File: src/rtl/gate_timebase_pkg.sv
package gate_timebase_pkg;

  // ----------------------------------------------------------------
  // wishbone register map
  // ----------------------------------------------------------------
  localparam logic [3:0]  ADDR_IRQ_STATUS   = 4'h0;
  localparam logic [3:0]  ADDR_IRQ_MASK     = 4'h4;
  localparam logic [3:0]  ADDR_RUNDOWN_SET  = 4'h8;
  localparam logic [3:0]  ADDR_STATE        = 4'hc;
  localparam logic [15:0] RUNDOWN_SET_RESET = 16'h03e8;
  localparam logic [15:0] RUNDOWN_INFINITE  = 16'hffff;
  localparam int          IRQ_GATE_DONE_BIT = 0;
  localparam int          IRQ_RUNDOWN_BIT   = 1;

  // ----------------------------------------------------------------
  // control latch and status bus fields
  // ----------------------------------------------------------------
  localparam int CTL_GATE_EN_BIT  = 0;
  localparam int CTL_CNT_SEL_BIT  = 1;
  localparam int CTL_SEQ_EN_BIT   = 2;
  localparam int CTL_RES_LSB      = 3;
  localparam int CTL_RUNDOWN_BIT  = 3;
  localparam int STS_GATE_BUSY    = 0;
  localparam int STS_RUNDOWN      = 1;

  // ----------------------------------------------------------------
  // timing
  // ----------------------------------------------------------------
  localparam int          REF_HZ       = 10_000_000;
  localparam int          TICK1M_HZ    = 1_000_000;
  localparam int          TICK100K_HZ  = 100_000;
  localparam logic [3:0]  DIV_1M       = 4'((REF_HZ / TICK1M_HZ) - 1);
  localparam logic [3:0]  DIV_100K     = 4'((TICK1M_HZ / TICK100K_HZ) - 1);
  localparam logic [16:0] DEC_1HZ      = 17'd99999;
  localparam logic [16:0] DEC_10HZ     = 17'd9999;
  localparam logic [16:0] DEC_100HZ    = 17'd999;
  localparam logic [16:0] DEC_1KHZ     = 17'd99;
  localparam logic [16:0] DEC_10KHZ    = 17'd9;
  localparam logic [16:0] DEC_100KHZ   = 17'd0;

  typedef enum logic [1:0] {G_IDLE, G_ARM, G_OPEN} gate_state_t;

  typedef struct packed {
    logic       gate_en;
    logic       cnt_sel;
    logic       seq_en;
    logic [2:0] res;
  } ctl_t;

  typedef struct packed {
    logic        cyc;
    logic        stb;
    logic        we;
    logic [3:0]  sel;
    logic [3:0]  adr;
    logic [31:0] dat;
  } wb_req_t;

  typedef struct packed {
    ctl_t        ctl;
    logic        wr_strobe_n;
    logic        int_ref;
    logic        ext_ref;
    logic [3:0]  div1m;
    logic [3:0]  div100k;
    logic        ref_1m;
    logic        ref_500k;
    logic [16:0] decade;
    gate_state_t gstate;
    logic        gate_raw;
    logic        gate_mw;
    logic        gate_direct;
    logic        gate_busy;
    logic        rd_active;
    logic        rd_charging;
    logic [15:0] rd_count;
    logic [15:0] rd_setting;
    logic [1:0]  irq_status;
    logic [1:0]  irq_mask;
    logic        ack;
    logic [31:0] rdata;
    logic [5:0]  bus_out;
  } state_t;

endpackage

File: src/rtl/gate_timebase.sv
`timescale 1ns/100ps
module gate_timebase (
  input  wire logic                       CLK,
  input  wire logic                       NRST,
  input  wire gate_timebase_pkg::wb_req_t WB_REQ,
  output logic                            WB_ACK,
  output logic [31:0]                     WB_DAT_O,
  input  wire logic                       TIMING_WRITE_STROBE_N,
  input  wire logic                       TIMING_READ_STROBE_N,
  input  wire logic [5:0]                 DATA_IN,
  output logic [5:0]                      DATA_OUT,
  output logic                            DATA_OE,
  input  wire logic                       EXTERNAL_REF_SELECT_N,
  input  wire logic                       INT_REF_10M,
  input  wire logic                       EXT_REF_10M,
  output logic                            REF_1M,
  output logic                            REF_500K,
  output logic                            COUNTER_SEL,
  output logic                            GATE_MW,
  output logic                            GATE_DIRECT,
  output logic                            IRQ
);
  import gate_timebase_pkg::*;

  // ----------------------------------------------------------------
  // helpers
  // ----------------------------------------------------------------
  function automatic logic [16:0] decade_last(input logic [2:0] code);
    unique case (code)
      3'b101:  decade_last = DEC_1HZ;
      3'b001:  decade_last = DEC_10HZ;
      3'b011:  decade_last = DEC_100HZ;
      3'b010:  decade_last = DEC_1KHZ;
      3'b100:  decade_last = DEC_10KHZ;
      default: decade_last = DEC_100KHZ;
    endcase
  endfunction

  function automatic logic [31:0] lane_merge(input logic [31:0] old,
                                             input logic [31:0] wdat,
                                             input logic [3:0]  sel);
    logic [31:0] r;
    r = old;
    for (int i = 0; i < 4; i++) begin
      if (sel[i]) begin
        r[i*8 +: 8] = wdat[i*8 +: 8];
      end
    end
    lane_merge = r;
  endfunction

  state_t s_ff;
  state_t nxt_s;

  logic        ref_sel;
  logic        ref_rise;
  logic        tick_1m;
  logic        tick_100k;
  logic        tick_div;
  logic        ctl_load;
  ctl_t        new_ctl;
  logic        gate_start;
  logic        gate_done_ev;
  logic        rd_done_ev;
  logic        wb_hit;
  logic [31:0] wb_old;
  logic [31:0] wb_merged;

  // ----------------------------------------------------------------
  // reference selection and dividers
  // ----------------------------------------------------------------
  always_comb begin
    ref_sel = EXTERNAL_REF_SELECT_N ? INT_REF_10M : EXT_REF_10M;
    // each source keeps its own history, so a change of selection makes no false edge
    ref_rise = ref_sel & ~(EXTERNAL_REF_SELECT_N ? s_ff.int_ref : s_ff.ext_ref);
    tick_1m = ref_rise && (s_ff.div1m == DIV_1M);
    tick_100k = tick_1m && (s_ff.div100k == DIV_100K);
    tick_div = tick_100k && (s_ff.decade == decade_last(s_ff.ctl.res));
  end

  // ----------------------------------------------------------------
  // strobed latch port
  // ----------------------------------------------------------------
  always_comb begin
    ctl_load = TIMING_WRITE_STROBE_N & ~s_ff.wr_strobe_n;
    new_ctl = '{gate_en: DATA_IN[CTL_GATE_EN_BIT],
                cnt_sel: DATA_IN[CTL_CNT_SEL_BIT],
                seq_en:  DATA_IN[CTL_SEQ_EN_BIT],
                res:     DATA_IN[CTL_RES_LSB +: 3]};
    gate_start = ctl_load && new_ctl.gate_en && new_ctl.cnt_sel && !new_ctl.seq_en;
    wb_hit = WB_REQ.cyc && WB_REQ.stb && !s_ff.ack;
  end

  always_comb begin
    unique case (WB_REQ.adr)
      ADDR_IRQ_STATUS:  wb_old = {30'h0, s_ff.irq_status};
      ADDR_IRQ_MASK:    wb_old = {30'h0, s_ff.irq_mask};
      ADDR_RUNDOWN_SET: wb_old = {16'h0, s_ff.rd_setting};
      ADDR_STATE:       wb_old = {22'h0, s_ff.gstate, s_ff.rd_active, s_ff.gate_busy,
                                  s_ff.ctl.res, s_ff.ctl.seq_en, s_ff.ctl.cnt_sel,
                                  s_ff.ctl.gate_en};
      default:          wb_old = 32'h0;
    endcase
    wb_merged = lane_merge(wb_old, WB_REQ.dat, WB_REQ.sel);
  end

  // ----------------------------------------------------------------
  // next state
  // ----------------------------------------------------------------
  always_comb begin
    nxt_s = s_ff;
    gate_done_ev = 1'b0;
    rd_done_ev = 1'b0;
    nxt_s.wr_strobe_n = TIMING_WRITE_STROBE_N;
    nxt_s.int_ref = INT_REF_10M;
    nxt_s.ext_ref = EXT_REF_10M;

    if (ref_rise) begin
      nxt_s.div1m = tick_1m ? 4'h0 : s_ff.div1m + 4'h1;
    end
    nxt_s.ref_1m = (nxt_s.div1m < 4'h5);
    if (tick_1m) begin
      nxt_s.ref_500k = ~s_ff.ref_500k;
      nxt_s.div100k = (s_ff.div100k == DIV_100K) ? 4'h0 : s_ff.div100k + 4'h1;
    end
    if (tick_100k) begin
      nxt_s.decade = tick_div ? 17'h0 : s_ff.decade + 17'h1;
    end

    if (ctl_load) begin
      nxt_s.ctl = new_ctl;
      if (new_ctl.res != s_ff.ctl.res) begin
        nxt_s.decade = 17'h0;
      end
    end

    // gate sequencer
    unique case (s_ff.gstate)
      G_IDLE: begin
        if (gate_start) begin
          nxt_s.gstate = G_ARM;
          nxt_s.gate_busy = 1'b1;
        end
      end
      G_ARM: begin
        if (ctl_load && !gate_start) begin
          nxt_s.gstate = G_IDLE;
          nxt_s.gate_busy = 1'b0;
        end else if (tick_div && !s_ff.ctl.seq_en) begin
          nxt_s.gstate = G_OPEN;
          nxt_s.gate_raw = 1'b1;
        end
      end
      G_OPEN: begin
        if (ctl_load && !gate_start) begin
          nxt_s.gstate = G_IDLE;
          nxt_s.gate_raw = 1'b0;
          nxt_s.gate_busy = 1'b0;
        end else if (tick_div) begin
          nxt_s.gstate = G_IDLE;
          nxt_s.gate_raw = 1'b0;
          nxt_s.gate_busy = 1'b0;
          gate_done_ev = 1'b1;
        end
      end
      default: begin
        nxt_s.gstate = G_IDLE;
        nxt_s.gate_raw = 1'b0;
        nxt_s.gate_busy = 1'b0;
      end
    endcase
    nxt_s.gate_mw = s_ff.gate_raw;
    nxt_s.gate_direct = s_ff.gate_raw;

    // rundown delay
    if (ctl_load && !new_ctl.res[0]) begin
      nxt_s.rd_charging = 1'b1;
      nxt_s.rd_active = 1'b1;
      nxt_s.rd_count = s_ff.rd_setting;
    end else if (s_ff.rd_charging) begin
      if (ctl_load && new_ctl.res[0]) begin
        nxt_s.rd_charging = 1'b0;
      end
      nxt_s.rd_count = s_ff.rd_setting;
    end else if (s_ff.rd_active && s_ff.rd_count != RUNDOWN_INFINITE) begin
      if (s_ff.rd_count == 16'h0) begin
        nxt_s.rd_active = 1'b0;
        rd_done_ev = 1'b1;
      end else if (tick_1m) begin
        nxt_s.rd_count = s_ff.rd_count - 16'h1;
      end
    end

    // wishbone slave
    nxt_s.ack = wb_hit;
    nxt_s.rdata = 32'h0;
    if (wb_hit) begin
      nxt_s.rdata = wb_old;
      if (WB_REQ.we) begin
        unique case (WB_REQ.adr)
          ADDR_IRQ_STATUS:  nxt_s.irq_status = s_ff.irq_status & ~wb_merged[1:0];
          ADDR_IRQ_MASK:    nxt_s.irq_mask = wb_merged[1:0];
          ADDR_RUNDOWN_SET: nxt_s.rd_setting = wb_merged[15:0];
          default: begin
          end
        endcase
      end
    end
    // set wins over a simultaneous clear
    if (gate_done_ev) begin
      nxt_s.irq_status[IRQ_GATE_DONE_BIT] = 1'b1;
    end
    if (rd_done_ev) begin
      nxt_s.irq_status[IRQ_RUNDOWN_BIT] = 1'b1;
    end

    // read-back through the strobed port, reserved lines at zero
    nxt_s.bus_out = 6'h0;
    nxt_s.bus_out[STS_GATE_BUSY] = nxt_s.gate_busy;
    nxt_s.bus_out[STS_RUNDOWN] = nxt_s.rd_active;
  end

  // ----------------------------------------------------------------
  // state register
  // ----------------------------------------------------------------
  always_ff @(posedge CLK or negedge NRST) begin
    if (!NRST) begin
      s_ff <= '{ctl: '{gate_en: 1'b0, cnt_sel: 1'b0, seq_en: 1'b0, res: 3'h0},
                wr_strobe_n: 1'b1,
                int_ref: 1'b0,
                ext_ref: 1'b0,
                div1m: 4'h0,
                div100k: 4'h0,
                ref_1m: 1'b0,
                ref_500k: 1'b0,
                decade: 17'h0,
                gstate: G_IDLE,
                gate_raw: 1'b0,
                gate_mw: 1'b0,
                gate_direct: 1'b0,
                gate_busy: 1'b0,
                rd_active: 1'b0,
                rd_charging: 1'b0,
                rd_count: 16'h0,
                rd_setting: RUNDOWN_SET_RESET,
                irq_status: 2'h0,
                irq_mask: 2'h0,
                ack: 1'b0,
                rdata: 32'h0,
                bus_out: 6'h0};
    end else begin
      s_ff <= nxt_s;
    end
  end

  // ----------------------------------------------------------------
  // outputs
  // ----------------------------------------------------------------
  always_comb begin
    WB_ACK = s_ff.ack;
    WB_DAT_O = s_ff.rdata;
    DATA_OUT = s_ff.bus_out;
    DATA_OE = ~TIMING_READ_STROBE_N;
    REF_1M = s_ff.ref_1m;
    REF_500K = s_ff.ref_500k;
    COUNTER_SEL = s_ff.ctl.cnt_sel;
    GATE_MW = s_ff.gate_mw;
    GATE_DIRECT = s_ff.gate_direct;
    IRQ = |(s_ff.irq_status & s_ff.irq_mask);
  end

endmodule

File: config.mk
export PLATFORM = sky130hd
export DESIGN_NAME = gate_timebase
export DESIGN_NICKNAME = d
export VERILOG_FILES = /design/src/rtl/gate_timebase_pkg.sv /design/src/rtl/gate_timebase.sv
export SDC_FILE = /design/constraint.sdc
export NUM_CORES = 1
export LEC_CHECK = 0
export BUFFER_PORTS_ARGS = -buffer_cell sky130_fd_sc_hd__clkbuf_2
export CAP_MARGIN = 20
export CORE_ASPECT_RATIO = 2
export CORE_MARGIN = 8
export CORE_UTILIZATION = 35
export DETAILED_ROUTE_END_ITERATION = 6
export PLACE_DENSITY_LB_ADDON = 0.2
export SETUP_SLACK_MARGIN = 0.2
export SYNTH_ARGS = -nofsm -noshare
export SYNTH_HDL_FRONTEND = slang
export SYNTH_SLANG_ARGS = --single-unit
File: constraint.sdc
create_clock -name CLK -period 6.8 [get_ports CLK]
set_input_delay 0.34 -clock CLK [delete_from_list [all_inputs] [get_ports CLK]]
set_output_delay 0.34 -clock CLK [all_outputs]
set_load 0.005 [all_outputs]
# After elaboration in Yosys (flattened, before gate mapping)
# Cells that the tools add are included.
# word_totals
ff_bits	114
input_bits	56
out_inout_bits	46
word_cells	149
# classes
addsub	4
magnitude_cmp	1
n_eq_ne	21
mux	50
bitwise_logic	10
n_reduce_logical	37
# ops
op	n
17-bit case mux with 5 select lines	1
16-bit 2-to-1 mux	5
17-bit 2-to-1 mux	4
16-bit case mux with 4 select lines	1
1-bit 2-to-1 mux	21
4-bit 2-to-1 mux	5
18-bit 2-to-1 mux	1
3-bit AND reduction	6
17-bit by 1-bit adder with 17-bit output (second input constant)	1
17-bit equality test	1
4-bit equality test (second input constant)	4
16-bit logical NOT	1
8-bit 2-to-1 mux	2
16-bit != test (second input constant)	1
16-bit by 1-bit subtractor with 16-bit output (second input constant)	1
1-bit logical AND	13
2-bit nonzero test	6
3-bit 2-to-1 mux	3
3-bit != test (second input constant)	3
4-bit by 1-bit adder with 4-bit output (second input constant)	2
2-bit 2-to-1 mux	4
3-bit by 2-bit equality test with 1-bit output (second input constant)	2
3-bit equality test (second input constant)	2
2-bit != test (second input constant)	3
18 further kinds	30

# Logic depth before layout (Yosys ltp)
# Gate-level depths: netlist of run 1.
# depth
ltp_word	11
mapped_depth	10
depth_no_buf	8

# Worst setup path after synthesis of run 1
# No wires, ideal clock.
# synth_timing
path_type	input -> register
from	input port EXTERNAL_REF_SELECT_N
to	register s_ff[41] (netlist bit)
setup_time_ns	0.104
arrival_time_ns	2.259
required_ns	6.696
path_slack_ns	4.437
stages	8
n_path_buf	2
cell_sequence	or3b_1 -> buf_6 -> a211oi_1 -> o21ai_0 -> or4b_1 -> buf_2 -> or2_1 -> o41ai_2
# synth_between
elab_chain_len	11
elab_cells_between_ends	15
cone_classes	mux: 6; bitwise: 2; reduce/logical: 7
# synth_lines
element	line	rtl
start, declared	gate_timebase.sv:13	input wire logic EXTERNAL_REF_SELECT_N,
1-bit 2-to-1 mux	gate_timebase.sv:75	ref_rise = ref_sel & ~(EXTERNAL_REF_SELECT_N ? s_ff.int_ref : s_ff.ext_ref);
1-bit NOT	gate_timebase.sv:75	
1-bit AND (*)	gate_timebase.sv:75	
1-bit logical AND (*)	gate_timebase.sv:76	tick_1m = ref_rise && (s_ff.div1m == DIV_1M);
1-bit logical AND (*)	gate_timebase.sv:77	tick_100k = tick_1m && (s_ff.div100k == DIV_100K);
1-bit logical AND (*)	gate_timebase.sv:78	tick_div = tick_100k && (s_ff.decade == decade_last(s_ff.ctl.res));
1-bit 2-to-1 mux (*)	gate_timebase.sv:159	end else if (tick_div) begin
1-bit 2-to-1 mux (*)	gate_timebase.sv:155	if (ctl_load && !gate_start) begin
1-bit 2-to-1 mux (*)	gate_timebase.sv:138	unique case (s_ff.gstate)
2-bit nonzero test (no line)	-	
3-bit AND reduction (no line)	-	
end signal, assigned	gate_timebase.sv:228	s_ff <= '{ctl: '{gate_en: 1'b0, cnt_sel: 1'b0, seq_en: 1'b0, res: 3'h0},
end signal, assigned	gate_timebase.sv:252	s_ff <= nxt_s;
end, declared	gate_timebase.sv:52	state_t s_ff;
# Mark *: on every way between the ends. The rest lies on a longest branch, timed or not.
# A chain may end at the register's enable or synchronous reset.

==> results of run 1 <==
## worst register-to-register path, cell delays in order, from the launching register on
cell and delay [ps]:
dfrtp_1 580, nor2b_1 270, a2111o_1 430, a211o_1 240, or4b_1 670, o21bai_2 590, nor2_1 130
## cell type report
type	count	share of cell area, %
Tap cell	192	4.20
Clock inverter	7	1.11
Clock buffer	9	3.93
Inverter	12	0.787
Multi-Input combinational cell	375	41.3
Sequential cell	96	42.1
Timing Repair Buffer	68	6.60
## kinds of logic after synthesis
family / Yosys count
AND/OR/NAND/NOR: 198
multiplexers: 19
XOR/XNOR: 36
buffers and inverters: 72
AO/OA/AOI/OAI: 97
flip-flops: 96
other: 1
adder cells (fa/ha/maj): 5
## final timing paths
check,startpoint,end,depth (start not counted)
max,s_ff[114]$_DFFE_PN0P_,s_ff[96]$_DFF_PN0_,6
min,TIMING_WRITE_STROBE_N,s_ff[112]$_DFF_PN1_,1
max reg2reg,s_ff[114]$_DFFE_PN0P_,s_ff[96]$_DFF_PN0_,6
min reg2reg,nxt_s[78]$_DFFE_PN0P_,GATE_DIRECT$_DFF_PN0_,0
max in group asynchronous,NRST,s_ff[112]$_DFF_PN1_,4
min in group asynchronous,NRST,WB_DAT_O[7]$_DFF_PN0_,2
## power groups by stage
| stage | logic (mW) | clock network [mW] | registers [mW] |
|---|---|---|---|
| after global routing | 0.321 | 0.539 | 0.741 |
| after CTS | 0.285 | 0.514 | 0.730 |
| final | 0.282 | 0.502 | 0.729 |
| after floorplan | 0.224 | 0 | 0.708 |
| after global placement | 0.273 | 0 | 0.737 |
| after detailed placement | 0.283 | 0 | 0.740 |
## cells in the mapped netlist (10+ instances only)
library cell,n
dfrtp_1,89
nand2_1,48
xor2_1,22
a21oi_1,36
mux2_2,14
inv_1,12
o21ai_0,20
nor3_1,10
nand3_1,15
nor2_1,55
xnor2_1,14
buf_4,40
nand4_1,10
and3_1,12
clkbuf_1,15
## per-layer routing
metal	global-route usage (%)	part of all wire, %	up-vias
li1	-	-	1848
met1	13.8	34	1907
met2	26.8	58	91
met3	2.31	3.7	26
met4	8.09	3.5	0
met5	0	0	-
## repair_timing
action / in CTS / in global routing
endpoints found under the setup margin: 0 / 0
buffers inserted: 0 / 0
hold buffers: 1 / 0
endpoints found under the hold margin: 16 / 0
## per-stage QoR
stage                     total power [mW]  util, %  cells
final                                 1.51     39.9    759
after global routing                  1.60     39.9    759
after CTS                             1.53     39.7    758
after detailed placement              1.02     37.6    741
after floorplan                      0.931        -    543
after global placement                1.01     37.6    741
## state kept, by name (all words and copies together), names as in the netlist, named ones only
signal       flops
COUNTER_SEL      1
DATA_OUT         2
GATE_DIRECT      1
REF_1M           1
REF_500K         1
WB_ACK           1
WB_DAT_O        16
nxt_s            1
s_ff            71
==> summary.md, run 1 <==
| Metric | Value |
|---|---|
| Detailed Routing Iterations Pass 1 | 4 |
| Min cycle time layout | 3050 ps |
| Vias | 3872 |
| I/O Pins | 102 |
| #FFs+latches synth | 96 |
| Commonest non-fill, non-tap cells in the layout | dfrtp_1, clkbuf_2, nor2_1 |
| Cts bufs inserted | 9 |
| Synth top area share | 43.4% |
| Commonest non-fill, non-tap cell in the layout | dfrtp_1 |
| Synth Area in Simple Gates | about a fifth |
| Slowest CP cell | or4b_1 |
| CP top delay family | compound AO/OA/AOI/OAI gates |
| RSZ-0062 raised after global routing | no |
| Relative slew margins | a little over a quarter |
| Final Net Count | 623 |
| GPL Wtd Cong | 0.849 |
| Post-synthesis mux area share | 4.56% |
| Fill count | 1435 |
| Worst-path maximum fanout | 16 |
| Ys async rst share | between 90% and 100% |
| Critical Path AT | ~3300 ps |
| Main combinational cell family by area after synthesis | simple AND/OR/NAND/NOR gates |
| # setup viols final | 0 |
| Vias in the first global route | 4097 |
| FP Rows | 62 |
| Total grt overflow | 0 |
| Leak pwr | ~2.6 nW |
| Area contributors post-synth | dfrtp_1, buf_4, nor2_1 |
| Worst setup margin | 3750 ps |
| Worst path cell trace | nor2b_1 -> a2111o_1 -> a211o_1 -> or4b_1 -> o21bai_2 -> nor2_1 |
| Chip Height | 187 µm |
| Clock Skew | 10.0 ps |
| Critical path launch point type | flip-flop |
| Sw Pwr | 0.487 mW |
| Post-DP HPWL | 9870 µm |
| Final Hold Vio Count | 0 |
| Post-synth EDFFs | 0 |
| Die Width | 102 µm |
| H-tree depth | 3 |
| Clk_lat worst skew | 350 ps |
| Gate Count Post-Synth | roughly 520 |
| Clock tree root driver cell | clkbuf_16 |
| Sequential share of power | 48.2% |
| Area of the multi-input gates | about 0.0024 mm² |
| Syn avg cell area | 9.79 µm² |
| CORE AREA | 0.0144 mm² |
| Critical path required time | roughly 7000 ps |
| Worst VDD drop | ~0.11 mV |
| N_diodes | 0 |
| Internal reg-to-reg setup slack | 3750 ps |
| Post-synthesis compound-gate area fraction | roughly 13% |
| Worst-Margin Slew | 1100 ps |
| Mapped Area | 0.00513 mm² |
| WP buf/inv | 0 |
| Clk slew on worst S/H paths | 70 ps |
| TritonCTS clock tree | yes |
| CTS max path bufs | 2 |
| Starting density of the core | ~36% |
| Switching share of total power | 32.2% |
| Post-layout instance area | 0.00573 mm² |
| FF+latch area | around 0.0024 mm² |
| Routed wire length | 13000 µm |
| Antenna violations before repair | 0 |
| Sequential fraction of the synthesis area | 47.0% |
| Routed len/inst | 17.2 µm |
| Highest clock rate | 0.328 GHz |
| Post-synthesis adder-cell area fraction | 1.22% |
| Final TNS setup | 0 ps |
| Status | finished, final reports clean |
| Crit end category | flip-flop |
| Clock power frac | 33.2% |
| Xor/xnor share of the synthesized area | 6.14% |
| Int Power | 1.03 mW |
| Post-CTS resize count | 0 |
| Antenna viol nets, final | 0 |
| Global-route wire length before repair | 20900 µm |
| Setup WS pre-CTS | 3720 ps |
| Area leader, netlist | dfrtp_1 |
| Routed vias/inst | 5.10 |
| Max cap viols | 0 |
| Most used DFF post-synth | dfrtp_1 |
| Port Buffers | 63 |
| CTS sink cnt | 96 |
| All-Layer GR Usage | 14.2% |
| Die ar. | 0.0190 mm² |
| PwrDens | between 200 and 300 mW/mm² |
| Crit Path Category | reg2reg |
| Hold WS | 85.7 ps |
| Comb power frac | a little under a fifth |
| Final Max Tran Viols | 0 |
| Hold Path Class | in2reg |
| Largest net degree at the start of global routing | about 80 |
| Layout cells sized above 1 | 21.3% |
| Synthesis-to-layout area growth | 11.6% |
| Unique masters post-synth | 67 |
| Drc violations | 0 |
| Initial DRC Count | 142 |
| Yosys warns | 0 |
| Slowest stage delay, CP | 670 ps |
| Tcrit/Tclk final | 44.8% |
| Dpl cell area | 0.00540 mm² |
No activity file was read; power rests on OpenSTA's default activity.
==> inputs of run 2 (changes only) <==
Settings changed: ABC_AREA set to 1.
Clock period 6.8 ns to 2.9 ns, I/O delays scaled along.
==> run 2 against run 1 <==
Worst hold slack lost 66 ps. Largest power group unchanged. Sequential power up 140%. Synthesized cell count grew 36%. Count of clock-buffer cells in the layout stayed put. Flip-flop and latch count unchanged. Via count increased by 18%. Combinational power rose to 3.0 times the previous value.
==> summary.md, run 2 <==
| Metric | Value |
|---|---|
| Area leader, netlist | dfrtp_1 |
| Final Net Count | 824 |
| Commonest non-fill, non-tap cells in the layout | nand2_1, dfrtp_1, nor2_1 |
| Die Width | approximately 110 µm |
| # setup viols final | 0 |
| Post-CTS setup repair buffer count | 0 |
| Status | finished, final reports clean |
| FF+latch area | 0.00241 mm² |
| Fill count | 1638 |
| RSZ-0062 raised after global routing | no |
| TritonCTS clock tree | yes |
| CORE AREA | 0.0156 mm² |
| Routed vias/inst | between 4 and 5 |
| Unique masters post-synth | 42 |
| Critical path required time | about 3200 ps |
| Hold Path Class | in2reg |
| Chip Height | 194 µm |
| Antenna viol nets, final | 0 |
| Tcrit/Tclk final | approximately 77% |
| All-Layer GR Usage | 13.5% |
| Final TNS setup | 0 ps |
| #FFs+latches synth | 96 |
| Worst-Margin Slew | between 500 and 600 ps |
| Worst setup path start | TIMING_WRITE_STROBE_N |
| Clk slew on worst S/H paths | 70 ps |
| Syn avg cell area | 7.76 µm² |
| Layout cells sized above 1 | 16.9% |
| Gate Count Post-Synth | about 720 |
| Synthesis-to-layout area growth | 11.5% |
| Setup WS pre-CTS | around 490 ps |
| Antenna violations before repair | 0 |
| Crit Path Category | in2reg |
| Clock tree root driver cell | clkbuf_16 |
| N_diodes | 0 |
| Sequential fraction of the synthesis area | 43.4% |
| Mapped Area | 0.00555 mm² |
| Max cap viols | 0 |
| Routed wire length | between 10000 and 15000 µm |
| GPL Wtd Cong | 0.848 |
| Largest net degree at the start of global routing | 56 |
| Synth top area share | 40.1% |
| Global-route wire length before repair | 22800 µm |
| Critical Path AT | between 2000 and 2500 ps |
| H-tree depth | 3 |
| Port Buffers | 63 |
| Highest clock rate | 0.448 GHz |
| Commonest non-fill, non-tap cell in the layout | nand2_1 |
| Most instantiated cells after synthesis | nand2_1, dfrtp_1, nor2_1 |
| Largest register FFs | 71 |
| Yosys warns | 0 |
| Total grt overflow | 0 |
| Starting density of the core | 35.5% |
| Critical path launch point type | primary input |
| Die ar. | 0.0204 mm² |
| Most used DFF post-synth | dfrtp_1 |
| Largest reg by FF count | s_ff |
| Crit end category | flip-flop |
| I/O Pins | approximately 100 |
| Cts bufs inserted | 9 |
| Routed len/inst | approximately 14 µm |
| PwrDens | 599 mW/mm² |
| Count leader, synth | nand2_1 |
| Worst VDD drop | about 0.31 mV |
| Worst r2r src | s_ff[112]$_DFF_PN1_ |
| Min cycle time layout | 2230 ps |
| CTS sink cnt | 96 |
| Detailed Routing Iterations Pass 1 | 4 |
| Worst setup margin | 669 ps |
| Clk_lat worst skew | about 340 ps |
| Ys async rst share | between 90% and 100% |
| Vias in the first global route | 4611 |
| FP Rows | 65 |
| Final Hold Vio Count | 0 |
| Relative slew margins | 62.0% |
| Initial DRC Count | 211 |
| Leak pwr | 3.04 nW |
| Vias | 4570 |
| Area contributors post-synth | dfrtp_1, nand2_1, nand3_1 |
| Clock Skew | 9.46 ps |
| Worst-path maximum fanout | 18 |
| Area of the multi-input gates | 0.00250 mm² |
| CTS max path bufs | 2 |
| Worst min-delay path startpoint | WB_REQ[41] |
| Post-synth EDFFs | 0 |
| Final Max Tran Viols | 0 |
| Post-DP HPWL | 10000 µm |
| Drc violations | 0 |
## run 2: cell types whose count changed in the layout (fill, tap and decap cells not counted), moves of 9 or more
cell	before	now
nand2_2	0	9
o22ai_1	2	19
nand3_1	15	72
mux2_2	14	0
a21oi_1	36	23
nor2_1	54	86
o21ai_0	20	35
nand2_1	48	135
inv_1	12	83
and3_1	12	1
## run 2: cell type report
| cell class | instances | area share, % |
|---|---|---|
| multi-input combinational | 494 | 40.5 |
| tap | 201 | 4.06 |
| clock inverter | 7 | 0.970 |
| clock buffer | 9 | 3.64 |
| sequential | 96 | 39.0 |
| inverter | 93 | 5.68 |
| timing repair buffer | 69 | 6.23 |
## run 2: cell families (layout without fill, tap and decap cells)
family | Yosys count | in the layout | share of synthesized area [%]
adder cells (fa/ha/maj) | 5 | 5 | 1.13
AND/OR/NAND/NOR | 355 | 355 | 29.8
AO/OA/AOI/OAI | 92 | 92 | 9.34
XOR/XNOR | 22 | 22 | 3.47
flip-flops | 96 | 96 | 43.4
buffers and inverters | 144 | 178 | 12.7
other | 1 | 20 | 0.0676
## run 2: per-layer routing
layer | up-vias | share of wire, % | global-route usage (%)
li1 | 2353 | - | -
met4 | 0 | 1.5 | 4.26
met1 | 2121 | 48 | 18.0
met3 | 11 | 4.2 | 3.30
met5 | - | 0 | 0
met2 | 85 | 46 | 20.7
## run 2: repair_timing
action,4_1_cts,5_1_grt
gates resized for setup,0,1
setup endpoints to repair,0,1
endpoints found under the hold margin,43,0
hold buffers,4,0
## run 2: final timing paths
path	cells after the start	slack, ps	end
setup / recovery	12	670	s_ff[65]$_DFFE_PN0P_
hold / removal	3	20	WB_ACK$_DFF_PN0_
setup reg to reg	9	760	s_ff[65]$_DFFE_PN0P_
hold reg to reg	0	390	GATE_DIRECT$_DFF_PN0_
max in group asynchronous	3	1820	s_ff[48]$_DFFE_PN1P_
min in group asynchronous	2	330	s_ff[89]$_DFF_PN0_
## run 2: per-stage QoR
stage	utilization, %	std cells	hold slack (ps)	power, mW	area [µm²]
2_1_floorplan	-	734	-151	2.35	5620
3_3_place_gp	37.5	949	181	2.56	5860
3_5_place_dp	37.5	949	186	2.57	5860
4_1_cts	39.6	969	11.6	3.75	6190
5_1_grt	39.6	969	41.6	3.96	6190
6_report	39.6	969	19.7	3.71	6190
## run 2: where the power goes
part / internal [mW] / total, mW / leakage (nW) / switching (mW)
Clock: 0.601 / 1.16 / 0.143 / 0.555
Sequential: 1.54 / 1.72 / 1.22 / 0.175
Combinational: 0.303 / 0.833 / 1.67 / 0.531
Total: 2.45 / 3.71 / 3.04 / 1.26
## run 2: critical path: stages
cell	delay (ps)
dlygate4sd3_1	520
clkbuf_2	110
inv_1	40
nor2_2	380
inv_1	170
nor2_1	160
inv_1	100
nand2_2	290
inv_2	230
nand3_1	110
o21ai_0	70
o21ai_0	160
==> inputs of run 3 (changes only) <==
Clock period 2.9 ns to 1.8 ns, I/O delays scaled along.
==> run 3 against run 2 <==
Global-route usage is 0.72 points higher. First-iteration DRC count up 9.5%. Largest power group unchanged. Register-to-register slack got worse by 730 ps. Largest cell class unchanged. Die area stayed put. Critical path depth is 1 higher. Utilization up 5.7 points.
==> summary.md, run 3 (synthesis gave the netlist of run 2 again) <==
| Metric | Value |
|---|---|
| Final Hold Vio Count | 0 |
| Layout cells sized above 1 | 30.5% |
| # setup viols final | 0 |
| Met3 wire length | roughly 600 µm |
| WP buf/inv | 2 |
| Commonest non-fill, non-tap cell in the layout | nand2_1 |
| All-Layer GR Usage | 14.2% |
| Internal reg-to-reg setup slack | 30 ps |
| Global-route wire length before repair | 24000 µm |
| Min-Delay Endpoint | s_ff[45]$_DFFE_PN0P_ |
| Initial DRC Count | 231 |
| Synthesis-to-layout area growth | 27.6% |
| Hold Path Class | in2reg |
| Vias in the first global route | 4946 |
| Largest net degree at the start of global routing | 41 |
| Largest reg by FF count | s_ff |
| TritonCTS clock tree | yes |
| Slowest stage delay, CP | 460 ps |
| Post-layout instance area | 0.00708 mm² |
| Post-DP HPWL | around 11000 µm |
| Tcrit/Tclk final | 98.4% |
| Relative slew margins | between 60 and 70% |
| Die ar. | 0.0204 mm² |
| Antenna viol nets, final | 0 |
| Port Buffers | 63 |
| CP top delay family | simple AND/OR/NAND/NOR gates |
| Leak pwr | 3.46 nW |
| Worst r2r src | s_ff[114]$_DFFE_PN0P_ |
| Routed wire length | 14100 µm |
| RSZ-0062 raised after global routing | yes |
| Clk_lat worst skew | 350 ps |
| Worst min-delay path startpoint | WB_REQ[2] |
| Tot Pwr | approximately 6.4 mW |
| Vias | 4916 |
| Worst reg2reg endpoint | DATA_OUT[0]$_DFF_PN0_ |
| Status | finished, final reports clean |
| Setup WS pre-CTS | -39.1 ps |
| Max cap viols | 0 |
| Total grt overflow | 0 |
| N_diodes | 0 |
| Critical path launch point type | flip-flop |
| Clk slew on worst S/H paths | ~70 ps |
| Detailed Routing Iterations Pass 1 | 5 |
| Metal2 WL | 6850 µm |
| Worst VDD drop | about 0.52 mV |
| GPL Wtd Cong | 0.868 |
| CTS max path bufs | 2 |
| Critical path required time | slightly above 2000 ps |
| Worst setup margin | ~29 ps |
| Final Max Tran Viols | 0 |
| Cts bufs inserted | 9 |
| Worst path cell trace | clkinv_4 -> nand2_8 -> nand2_2 -> nand2_2 -> nand2_2 -> nor2_4 -> nand2_4 -> nor2_8 -> nand2_4 -> nand2_4 -> nand2_1 -> o21ai_1 -> inv_1 |
| Clock Skew | 8.05 ps |
| Die Width | 105 µm |
| Routed length on met1 | 6450 µm |
| Drc violations | 0 |
| Crit end category | flip-flop |
| Worst-path maximum fanout | 7 |
| Slowest CP cell | dfrtp_2 |
| Chip Height | slightly below 200 µm |
| Hold WS | 10.2 ps |
| Hold path depth | 3 |
| PwrDens | about 910 mW/mm² |
| Starting density of the core | about 36% |
| Antenna violations before repair | 0 |
| Reg2Reg Depth | 13 |
| Clock tree root driver cell | clkbuf_16 |
| Final Net Count | roughly 890 |
| Worst-Margin Slew | 550 ps |
| I/O Pins | 102 |
| CTS sink cnt | 96 |
| Routed len/inst | 13.6 µm |
| H-tree depth | 3 |
| Critical Path AT | around 2000 ps |
| Top routing layer used | met4 |
| Commonest non-fill, non-tap cells in the layout | nand2_1, dfrtp_1, inv_1 |
| CORE AREA | roughly 0.016 mm² |
| Min cycle time layout | between 1500 and 2000 ps |
| Crit Path Category | reg2reg |
| Routed vias/inst | 4.74 |
| Largest register FFs | ~70 |
| Highest clock rate | ~0.56 GHz |
| Dpl cell area | 0.00626 mm² |
| FP Rows | 65 |
[run 3: changes by cell type in the layout (fill, tap and decap cells not counted), moves of 4 or more]
cell / previous run / this run
buf_4: 2 / 56
buf_6: 0 / 8
dlygate4sd3_1: 4 / 8
inv_1: 83 / 77
nand2_1: 135 / 123
nand2_2: 9 / 14
nand2_4: 3 / 9
nand3_1: 72 / 63
nand3_2: 1 / 8
nor2_1: 86 / 71
nor2_2: 5 / 14
nor2_4: 5 / 11
nor3_1: 10 / 6
[run 3: power by group]
group          internal, mW  switching, mW
Sequential             2.49          0.248
Combinational         0.769           1.05
Clock                 0.967          0.899
[run 3: how the worst max path moves through the flow]
| stage | startpoint | to | cells after the start |
|---|---|---|---|
| 3_3_place_gp | s_ff[114]$_DFFE_PN0P_ | DATA_OUT[0]$_DFF_PN0_ | 12 |
| 5_1_grt | s_ff[107]$_DFF_PN0_ | s_ff[97]$_DFF_PN0_ | 11 |
| 4_1_cts | s_ff[107]$_DFF_PN0_ | s_ff[96]$_DFF_PN0_ | 12 |
| 3_5_place_dp | s_ff[107]$_DFF_PN0_ | s_ff[96]$_DFF_PN0_ | 12 |
| 2_1_floorplan | s_ff[107]$_DFF_PN0_ | s_ff[90]$_DFF_PN0_ | 12 |
| 6_report | s_ff[114]$_DFFE_PN0P_ | DATA_OUT[0]$_DFF_PN0_ | 13 |
[run 3: layout make-up]
class,count,area (µm²)
Multi-Input combinational cell,494,2780
Fill cell,1604,8540
Timing Repair Buffer,138,966
Clock buffer,9,225
Inverter,93,375
Sequential cell,96,2410
Clock inverter,7,62.6
Tap cell,201,251
[run 3: what timing repair did]
item | in CTS | in global routing
setup endpoints to repair | 41 | 54
pin swaps | 12 | 20
gates cloned | 0 | 0
gates resized for setup | 33 | 59
hold buffers | 8 | 0
endpoints found under the hold margin | 35 | 0
setup buffers | 9 | 8
[run 3: worst reg2reg max path, stage by stage, from the launching register on]
cell      delay (ps)
dfrtp_2          460
clkinv_4         140
nand2_8          120
nand2_2           60
nand2_2           60
nand2_2           70
nor2_4           130
nand2_4           70
nor2_8           160
nand2_4           80
nand2_4           90
nand2_1           50
o21ai_1          120
inv_1             50
[run 3: layer usage]
metal / up-vias / track usage [%]
met5: - / 0
met3: 13 / 3.13
li1: 2484 / -
met1: 2317 / 18.4
met2: 102 / 22.6
met4: 0 / 4.85
[run 3: stage by stage]
stage | setup TNS (ps) | std cells | utilization, %
after global routing | -1470 | 1038 | 45.3
after floorplan | 0 | 734 | -
final | 0 | 1038 | 45.3
after global placement | 0 | 997 | 40.1
after detailed placement | -39.9 | 997 | 40.1
after CTS | 0 | 1030 | 43.6
